$ cat src/timer_map.svh
// Purpose: register indices, field positions, reset values and timing figures
// Assumes: byte address of a register is four times its index
// Notes:   definitions only
`ifndef TIMER_MAP_SVH
`define TIMER_MAP_SVH

`define TMR_IDX_PRIO      16'hff21
`define TMR_IDX_EN        16'hff23
`define TMR_IDX_FLAG      16'hff25
`define TMR_IDX_GLOBAL    16'hff30
`define TMR_IDX_CTRL_A    16'hff31
`define TMR_IDX_CTRL_B    16'hff32
`define TMR_IDX_RELOAD_A  16'hff33
`define TMR_IDX_RELOAD_B  16'hff34
`define TMR_IDX_COUNT_A   16'hff35
`define TMR_IDX_COUNT_B   16'hff36

`define TMR_POS_PRIO_LO   2
`define TMR_POS_PRIO_HI   3
`define TMR_POS_A         6
`define TMR_POS_B         7
`define TMR_POS_OUT_EN    2
`define TMR_POS_OUT_CHANNEL_SEL     3
`define TMR_POS_CHAIN     4
`define TMR_POS_RUN       0
`define TMR_POS_PRESET    1
`define TMR_POS_CONT      2
`define TMR_POS_EVENT_COUNT_SELECT     7

`define TMR_RST_RELOAD    8'hff
`define TMR_RST_COUNT     8'hff

`define TMR_PCLK_PERIOD_NS 50
`define TMR_LATCH_HOLD_NS  730000

`endif

$ cat src/timer_pkg.sv
// Purpose: state types of the dual timer
// Assumes: 8-bit counters
// Notes:   each module keeps its whole state in one struct
package timer_pkg;

   typedef struct packed {
      logic       s1;
      logic       s2;
      logic       s3;
      logic       level;
      logic [7:0] count;
   } stage_type;

   typedef struct packed {
      logic        pready;
      logic [7:0]  prdata;
      logic        pslverr;
      logic [1:0]  prio;
      logic        en_a;
      logic        en_b;
      logic        flag_a;
      logic        flag_b;
      logic        chain;
      logic        out_channel_sel;
      logic        out_en;
      logic        run_req_a;
      logic        run_req_b;
      logic        run_act_a;
      logic        run_act_b;
      logic        cont_a;
      logic        cont_b;
      logic        event_count_select;
      logic [7:0]  reload_a;
      logic [7:0]  reload_b;
      logic [7:0]  latch_b;
      logic        latched;
      logic [15:0] latch_cnt;
      logic        timer_out_signal;
      logic        pin;
      logic        irq;
   } state_type;

endpackage

$ cat src/prescaled_count_stage.sv
// Purpose: one 8-bit down counter with its prescaled clock pin synchroniser
// Assumes: clk_pin is asynchronous to pclk
// Notes:   load wins over decrement; decrement below zero wraps
`timescale 1ns/1ns
`include "timer_map.svh"
module prescaled_count_stage
   import timer_pkg::*;
(
   input  wire logic       pclk,
   input  wire logic       presetn,
   input  wire logic       clk_pin,
   input  wire logic       load,
   input  wire logic [7:0] load_value,
   input  wire logic       dec,
   output logic            tick,
   output logic [7:0]      count
);
   stage_type s;
   stage_type next_s;

   // Falling edge counts once the last two stages agree on low
   assign tick  = s.level && !s.s2 && !s.s3;
   assign count = s.count;

   always_comb begin
      next_s    = s;
      next_s.s1 = clk_pin;
      next_s.s2 = s.s1;
      next_s.s3 = s.s2;
      if (s.s2 == s.s3) begin
         next_s.level = s.s2;
      end
      if (load) begin
         next_s.count = load_value;
      end else if (dec) begin
         next_s.count = s.count - 8'h01;
      end
   end

   always_ff @(posedge pclk or negedge presetn) begin
      if (!presetn) begin
         s       <= '0;
         s.count <= `TMR_RST_COUNT;
      end else begin
         s <= next_s;
      end
   end
endmodule

$ cat src/dual_timer_ctrl.sv
// Purpose: control of two 8-bit down timers, chainable to one 16-bit timer
// Assumes: APB slave on pclk; prescaled clocks arrive as pins
// Notes:   rules carried out here are tagged at their logic
// Behaviour
// RL1: Writing one to preset copies reload value into counter; zero does nothing.
// RL2: Preset while running resumes from new value; while stopped holds it.
// RL3: In chained mode a preset write to the second timer is ignored.
// RL4: Preset bits always read back as zero.
// RL5: Run bit one counts down, zero stops; stopped counter keeps its value.
// RL6: In chained mode the second timer's run bit stays zero.
// RL7: Run bit clears at reset and on one-shot underflow.
// RL8: Run or stop takes effect on next prescaled falling edge, except event mode.
// RL9: After writing zero, run bit reads one until really stopped.
// RL10: Channel select one routes first timer underflow to output, zero second.
// RL11: In chained mode the output follows the 16-bit underflow.
// RL12: Output enable one drives output signal on pin; zero holds pin high.
// RL13: Software keeps the shared pin data bit at one for the output.
// RL14: Priority field encodes levels 3 to 0; zero means no interrupt.
// RL15: Per-timer interrupt enable; first timer's enable ignored in chained mode.
// RL16: Flag sets on underflow regardless of enable and priority.
// RL17: Request only if flag, enable and priority above CPU mask.
// RL18: Writing one clears a flag; zero leaves it; flags reset to zero.
// RL19: Chained mode never sets first flag; 16-bit underflow sets second.
// RL20: Software stops timers and output before sleep.
// RL21: Output gating may glitch up to half a cycle.
// RL22: Software starts fast oscillator and waits before using it.
// RL23: Software reads low byte then high byte within 0.73 ms.
// RL24: Low byte read latches high byte until high read or timeout.
// RL25: Continuous underflow reloads and counts on; one-shot reloads and stops.
// RL26: Mode bit zero gives two 8-bit timers, one gives one 16-bit.
// RL27: Chained low counter borrows into high counter on each underflow.
// RL28: Counter decrements per prescaled edge while running; underflow past zero.
//
// Chosen here: the APB register port.
`timescale 1ns/1ns
`include "timer_map.svh"
module dual_timer_ctrl
   import timer_pkg::*;
#(
   parameter int unsigned LATCH_HOLD_CYCLES =
      (`TMR_LATCH_HOLD_NS + `TMR_PCLK_PERIOD_NS - 1) / `TMR_PCLK_PERIOD_NS
)
(
   input  wire logic        pclk,
   input  wire logic        presetn,
   input  wire logic        psel,
   input  wire logic        penable,
   input  wire logic        pwrite,
   input  wire logic [17:0] paddr,
   input  wire logic [31:0] pwdata,
   output logic [31:0]      prdata,
   output logic             pready,
   output logic             pslverr,
   input  wire logic        clk_in_a,
   input  wire logic        clk_in_b,
   input  wire logic [1:0]  cpu_mask,
   output logic             irq_request,
   output logic [1:0]       irq_level,
   output logic             shared_out_pin
);
   localparam logic [15:0] HOLD_LAST = 16'(LATCH_HOLD_CYCLES - 1);

   state_type   s;
   state_type   next_s;
   logic [15:0] idx;
   logic [7:0]  wdat;
   logic        acc;
   logic        prep;
   logic        wr;
   logic        preset_a;
   logic        preset_b;
   logic        tick_a;
   logic        tick_b;
   logic [7:0]  cnt_a;
   logic [7:0]  cnt_b;
   logic        adv_a;
   logic        adv_b;
   logic        borrow;
   logic        uf_a;
   logic        uf_b;
   logic        uf16;
   logic        load_a;
   logic        load_b;
   logic        sel_uf;
   logic        req;
   logic [8:0]  view;

   function automatic logic [8:0] read_view(input logic [15:0] i, input state_type st,
                                            input logic [7:0] ca, input logic [7:0] cb);
      logic [8:0] v;
      v = 9'h000;
      unique case (i)
         `TMR_IDX_PRIO:     v = {1'b1, 4'h0, st.prio, 2'h0};
         `TMR_IDX_EN:       v = {1'b1, st.en_b, st.en_a, 6'h00};
         `TMR_IDX_FLAG:     v = {1'b1, st.flag_b, st.flag_a, 6'h00};
         `TMR_IDX_GLOBAL:   v = {1'b1, 3'h0, st.chain, st.out_channel_sel, st.out_en, 2'h0};
         // Preset bit reads zero; run bit shows request or live run
         `TMR_IDX_CTRL_A:   v = {1'b1, st.event_count_select, 4'h0, st.cont_a, 1'b0,
                                 st.run_req_a | st.run_act_a}; // RL4 RL9
         `TMR_IDX_CTRL_B:   v = {1'b1, 5'h00, st.cont_b, 1'b0,
                                 st.run_req_b | st.run_act_b}; // RL4 RL9
         `TMR_IDX_RELOAD_A: v = {1'b1, st.reload_a};
         `TMR_IDX_RELOAD_B: v = {1'b1, st.reload_b};
         `TMR_IDX_COUNT_A:  v = {1'b1, ca};
         `TMR_IDX_COUNT_B:  v = {1'b1, st.latched ? st.latch_b : cb}; // RL24
         default:           v = 9'h000;
      endcase
      return v;
   endfunction

   assign idx  = paddr[17:2];
   assign wdat = pwdata[7:0];
   // One wait state: answer is prepared in the first access cycle
   assign prep = psel && penable && !s.pready;
   assign acc  = psel && penable && s.pready;
   assign wr   = acc && pwrite;
   assign view = read_view(idx, s, cnt_a, cnt_b);

   assign preset_a = wr && idx == `TMR_IDX_CTRL_A && wdat[`TMR_POS_PRESET]; // RL1
   assign preset_b = wr && idx == `TMR_IDX_CTRL_B && wdat[`TMR_POS_PRESET]
                     && !s.chain; // RL3
   assign adv_a  = s.run_act_a && tick_a; // RL28
   assign borrow = adv_a && cnt_a == 8'h00; // RL28
   assign uf16   = s.chain && borrow && cnt_b == 8'h00; // RL27
   assign adv_b  = s.chain ? borrow : (s.run_act_b && tick_b); // RL27 RL26
   assign uf_a   = !s.chain && borrow;
   assign uf_b   = !s.chain && adv_b && cnt_b == 8'h00;
   // Preset applies in any run state, so a running counter carries on
   assign load_a = preset_a || uf_a || uf16; // RL2 RL25
   assign load_b = preset_b || uf_b || uf16 || (s.chain && preset_a); // RL25
   assign sel_uf = s.chain ? uf16 : (s.out_channel_sel ? uf_a : uf_b); // RL10 RL11
   assign req    = (s.flag_a && s.en_a && !s.chain) || (s.flag_b && s.en_b); // RL15

   prescaled_count_stage u_stage_a (
      .pclk       (pclk),
      .presetn    (presetn),
      .clk_pin    (clk_in_a),
      .load       (load_a),
      .load_value (s.reload_a),
      .dec        (adv_a),
      .tick       (tick_a),
      .count      (cnt_a)
   );

   prescaled_count_stage u_stage_b (
      .pclk       (pclk),
      .presetn    (presetn),
      .clk_pin    (clk_in_b),
      .load       (load_b),
      .load_value (s.reload_b),
      .dec        (adv_b),
      .tick       (tick_b),
      .count      (cnt_b)
   );

   always_comb begin
      next_s        = s;
      next_s.pready = prep;
      if (prep) begin
         next_s.prdata  = pwrite ? 8'h00 : view[7:0];
         next_s.pslverr = !view[8];
      end
      if (wr) begin
         unique case (idx)
            `TMR_IDX_PRIO:   next_s.prio = wdat[`TMR_POS_PRIO_HI:`TMR_POS_PRIO_LO];
            `TMR_IDX_EN: begin
               next_s.en_a = wdat[`TMR_POS_A];
               next_s.en_b = wdat[`TMR_POS_B];
            end
            `TMR_IDX_FLAG: begin
               next_s.flag_a = s.flag_a && !wdat[`TMR_POS_A]; // RL18
               next_s.flag_b = s.flag_b && !wdat[`TMR_POS_B]; // RL18
            end
            `TMR_IDX_GLOBAL: begin
               next_s.out_en = wdat[`TMR_POS_OUT_EN];
               next_s.out_channel_sel  = wdat[`TMR_POS_OUT_CHANNEL_SEL];
               next_s.chain  = wdat[`TMR_POS_CHAIN]; // RL26
            end
            `TMR_IDX_CTRL_A: begin
               next_s.run_req_a = wdat[`TMR_POS_RUN]; // RL5
               next_s.cont_a    = wdat[`TMR_POS_CONT];
               next_s.event_count_select     = wdat[`TMR_POS_EVENT_COUNT_SELECT];
            end
            `TMR_IDX_CTRL_B: begin
               next_s.run_req_b = wdat[`TMR_POS_RUN]; // RL5
               next_s.cont_b    = wdat[`TMR_POS_CONT];
            end
            `TMR_IDX_RELOAD_A: next_s.reload_a = wdat;
            `TMR_IDX_RELOAD_B: next_s.reload_b = wdat;
            default: ;
         endcase
      end
      // Hardware set wins over a clear in the same cycle
      next_s.flag_a = next_s.flag_a || uf_a; // RL16 RL19
      next_s.flag_b = next_s.flag_b || uf_b || uf16; // RL16 RL19
      // Run state follows the request on a prescaled falling edge, or at once for the first timer in event mode
      if (s.event_count_select) begin
         next_s.run_act_a = next_s.run_req_a;
      end else if (tick_a) begin
         next_s.run_act_a = s.run_req_a; // RL8
      end
      if (tick_b) begin
         next_s.run_act_b = s.run_req_b; // RL8
      end
      if ((uf_a || uf16) && !s.cont_a) begin
         next_s.run_req_a = 1'b0; // RL7 RL25
         next_s.run_act_a = 1'b0;
      end
      if (uf_b && !s.cont_b) begin
         next_s.run_req_b = 1'b0; // RL7 RL25
         next_s.run_act_b = 1'b0;
      end
      if (next_s.chain) begin
         next_s.run_req_b = 1'b0; // RL6
         next_s.run_act_b = 1'b0;
      end
      // High byte snapshot guards against a borrow between the two reads
      if (s.latched) begin
         next_s.latch_cnt = s.latch_cnt + 16'h0001;
      end
      if ((prep && !pwrite && idx == `TMR_IDX_COUNT_B)
          || (s.latched && s.latch_cnt == HOLD_LAST)) begin
         next_s.latched = 1'b0; // RL24
      end
      if (prep && !pwrite && idx == `TMR_IDX_COUNT_A && s.chain) begin
         next_s.latched   = 1'b1; // RL24
         next_s.latch_b   = cnt_b;
         next_s.latch_cnt = 16'h0000;
      end
      next_s.timer_out_signal = s.timer_out_signal ^ sel_uf; // RL10 RL11
      // Registered gating keeps the pin free of the half-cycle glitch
      next_s.pin  = s.out_en ? s.timer_out_signal : 1'b1; // RL12 RL21
      next_s.irq  = req && (s.prio > cpu_mask); // RL14 RL17
   end

   always_ff @(posedge pclk or negedge presetn) begin
      if (!presetn) begin
         s          <= '0;
         s.reload_a <= `TMR_RST_RELOAD;
         s.reload_b <= `TMR_RST_RELOAD;
         s.pin      <= 1'b1;
      end else begin
         s <= next_s;
      end
   end

   assign prdata         = {24'h000000, s.prdata};
   assign pready         = s.pready;
   assign pslverr        = s.pslverr;
   assign irq_request    = s.irq;
   assign irq_level      = s.prio;
   assign shared_out_pin = s.pin;
endmodule

$ cat config.mk
export PLATFORM = sky130hd
export DESIGN_NAME = dual_timer_ctrl
export DESIGN_NICKNAME = d
export VERILOG_FILES = /design/src/timer_pkg.sv /design/src/prescaled_count_stage.sv /design/src/dual_timer_ctrl.sv
export VERILOG_INCLUDE_DIRS = /design/src
export SDC_FILE = /design/constraint.sdc
export NUM_CORES = 1
export LEC_CHECK = 0
export ABC_AREA = 0
export BUFFER_PORTS_ARGS = -buffer_cell sky130_fd_sc_hd__buf_2
export CAP_MARGIN = 10
export CORE_MARGIN = 2
export CORE_UTILIZATION = 51
export DETAILED_ROUTE_END_ITERATION = 7
export GPL_TIMING_DRIVEN = 0
export PLACE_DENSITY = 0.77
export SYNTH_ARGS = -nofsm -noshare
export SYNTH_HDL_FRONTEND = slang
export SYNTH_HIERARCHICAL = 1
export SYNTH_SLANG_ARGS = --single-unit
$ cat constraint.sdc
create_clock -name pclk -period 2.5 [get_ports pclk]
set_input_delay 0.75 -clock pclk [delete_from_list [all_inputs] [get_ports pclk]]
set_output_delay 0.75 -clock pclk [all_outputs]
set_load 0.005 [all_outputs]
==> results.md <==
* Outcome: completed
* Die area at 0.0113 sq mm
* Post-synth EDFFs at 0
* First-pass DRT Iterations at 8
* Synthesis-stage register bit count at 94
* Clock tree root driver cell: clkbuf_8
* Max-slew violation count at 0
* Type of the most critical hold path: in2async
* Final Skew at 10.9 ps
* Top-area cell type share of the netlist area at 28.7%
* Ys flop type: dfrtp_1
* Highest clock rate at 0.421 GHz
* Worst-path cell chain: buf_4 > nor4_4 > nand3_4 > mux2i_4 > or4b_4 > or4_1 > a31oi_1
* H-tree depth at 3
* Max_slew headroom at 65.3%
* Synth cell count leaders: 61 x dfrtp_1, 50 x buf_4, 38 x nor2_1
* Pin count of the biggest net entering global routing at 75
* Critical path buffers and inverters at 1
* CORE AREA at 0.0102 sq mm
* CP Capture Type: flip-flop
* Post-DP HPWL at 9.24 mm
* Fill count at 845
* DR WL/cell at 17.1 um
* Worst Path Required at 2790 ps
* Tot Pwr at 3.41 mW
* Hold slack at 246 ps
* Syn Inst Count at 503
* Layout cells sized above 1 at 37.4%
* Synth warn at 6
* Top-Level Pins at 97
* Num CTS Buffers at 9
* Cell with the most instances after synthesis: dfrtp_1
* I/O Buffers at 45
* Initial antenna violation count at 0
* GP Congestion at 0.894
* Setup CP Type: reg2reg
* Cell Pwr Density at 556 mW/mm^2
* First-pass GRT wire length at 20.3 mm
* Clock Pin Slew Worst Setup and Hold Paths at 100 ps
* Synthesized area per cell at 10.6 sq um
* Max VDD drop at 351 uV
* Clk sinks at 94
* Min Tclk post-route at 2370 ps
* CP max-delay cell: or4b_4
* Static leakage at 2.81 nW
* Detail Route Antenna Nets at 0
* CP startpoint kind: flip-flop
* Die width at 106 um
* Delay-heaviest family, CP: simple AND/OR/NAND/NOR gates
* Die H at 106 um
* Clk_lat worst skew at 370 ps
* Overall routing resource usage at 22.8%
* Mapped Area at 0.00532 sq mm
* CTS tree: yes
* Async S/R FF share, synth at 100%
* Starting Density at 52.0%
* Setup Total Neg Slack at 0 ps
* Area grow syn2layout at 15.4%
* Antenna diode count at 0
* CP max stage delay at 530 ps
* Max Cap Viol at 0
* # setup viols final at 0
* DR iter-0 viols at 359
* Vias per cell at 5.74
* Via count at 4182
* Post-Route WL at 12.5 mm
* Netlist cell types at 70
* Residual DRC at 0
* Final nets at 652
* Clock tree buffer depth at 2
* # rows at 37
* Crit path DAT at 2660 ps
* Vias in the first global route at 4080
* Synth area leaders: dfrtp_1 29%, dfstp_2 16%, buf_4 7.1%
* Endpoints failing hold at 0
* Gr ovfl total at 0
* Crit share post-route at 95.0%
* Tightest Pin Transition at 516 ps
* Worst-path fanout max at 5
* Area leader, netlist: dfrtp_1
* Post-synthesis sequential area ratio at 45.0%
-- kinds of logic (layout without fill, tap and decap cells) --
logic type | Yosys count | in the layout | share of synthesized area [%]
adders and majority gates | 7 | 7 | 1.55
AOI/OAI and AO/OA | 79 | 79 | 10.4
DFF | 94 | 94 | 45.0
muxes | 48 | 48 | 9.88
xor gates and xnor gates | 22 | 22 | 3.62
and+or+nand+nor | 170 | 170 | 19.7
other | 1 | 24 | 0.0705
buffers and inverters | 82 | 149 | 9.79
-- sequential cells by signal, summed over array words and instances, names as in the netlist, 2 cells and up --
register and cells:
u_stage_a/s 2, u_stage_b/count 8, prdata 8, u_stage_a/count 8, s 56, irq_level 2, u_stage_a/next_s 2, u_stage_b/next_s 2
u_stage_b/s 2
-- cell type report --
cell class	count	area [sq um]	share of cell area, %
buffer	64	454	7.40
clock buffer	10	128	2.08
clock inverter	6	70.1	1.14
inverter	17	63.8	1.04
multi-input combinational	350	2560	41.7
sequential	94	2390	39.0
tap	136	170	2.77
timing repair buffer	52	300	4.89
-- routing by layer --
layer	global-route usage, %	routed length [um]	vias up
li1	-	-	1915
met1	30.9	5390	2085
met4	7.99	216	0
met2	36.7	6040	164
met5	0	0	-
met3	4.29	806	18
-- where the power goes --
group | switching, mW | total [mW] | internal, mW
clock | 0.590 | 1.06 | 0.471
combinational | 0.282 | 0.542 | 0.260
sequential | 0.140 | 1.81 | 1.67
total | 1.01 | 3.41 | 2.40
-- final timing paths --
path	start	to	slack (ps)	depth (start not counted)
max in group asynchronous	presetn	s[30]	1550	2
max	u_stage_a/count[6]	u_stage_b/count[5]	130	7
min in group pclk	u_stage_b/next_s[10]	u_stage_b/next_s[9]	360	0
min	presetn	s[11]	250	1
max reg2reg	u_stage_a/count[6]	u_stage_b/count[5]	130	7
min reg2reg	u_stage_b/next_s[10]	u_stage_b/next_s[9]	360	0
-- worst register-to-register path: stages, from the launching register on --
cell and delay (ps):
dfstp_2 400, buf_4 140, nor4_4 320, nand3_4 120
mux2i_4 190, or4b_4 530, or4_1 410, a31oi_1 200
-- stage by stage --
| stage | worst slack (ps) | instances | area, sq um | util (%) |
|---|---|---|---|---|
| 2_1_floorplan | 3.38 | 526 | 5420 | - |
| 3_3_place_gp | -430 | 707 | 5810 | 56.8 |
| 3_5_place_dp | -505 | 708 | 5840 | 57.1 |
| 4_1_cts | 4.26 | 726 | 6100 | 59.6 |
| 5_1_grt | -7.74 | 729 | 6140 | 60.0 |
| 6_report | 126 | 729 | 6140 | 60.0 |
-- what timing repair did --
item / in CTS / in global routing
hold buffers: 0 / 0
buffers inserted: 2 / 4
setup endpoints to repair: 12 / 7
resized for setup: 9 / 3
pin swaps: 1 / 3
-- cell usage in the layout, fill, tap and decap left out, drive strengths merged, types with 5 or more instances in the layout --
cell type,Yosys,final
xnor2,9,9
nor3,8,8
a21oi,5,5
or4,7,7
nand3,21,21
inv,17,19
nand4,12,12
ha,5,5
o31ai,5,5
a21o,5,5
a22oi,6,6
o21ai,22,22
conb,1,24
dfstp,33,33
a31oi,7,7
nor4,9,9
mux2,36,36
clkbuf,6,15
nand2,38,38
buf,59,111
dfrtp,61,61
nor2,39,39
mux2i,12,12
xor2,13,13
a211oi,6,6
Note: power is estimated with default switching activity, not from simulation.
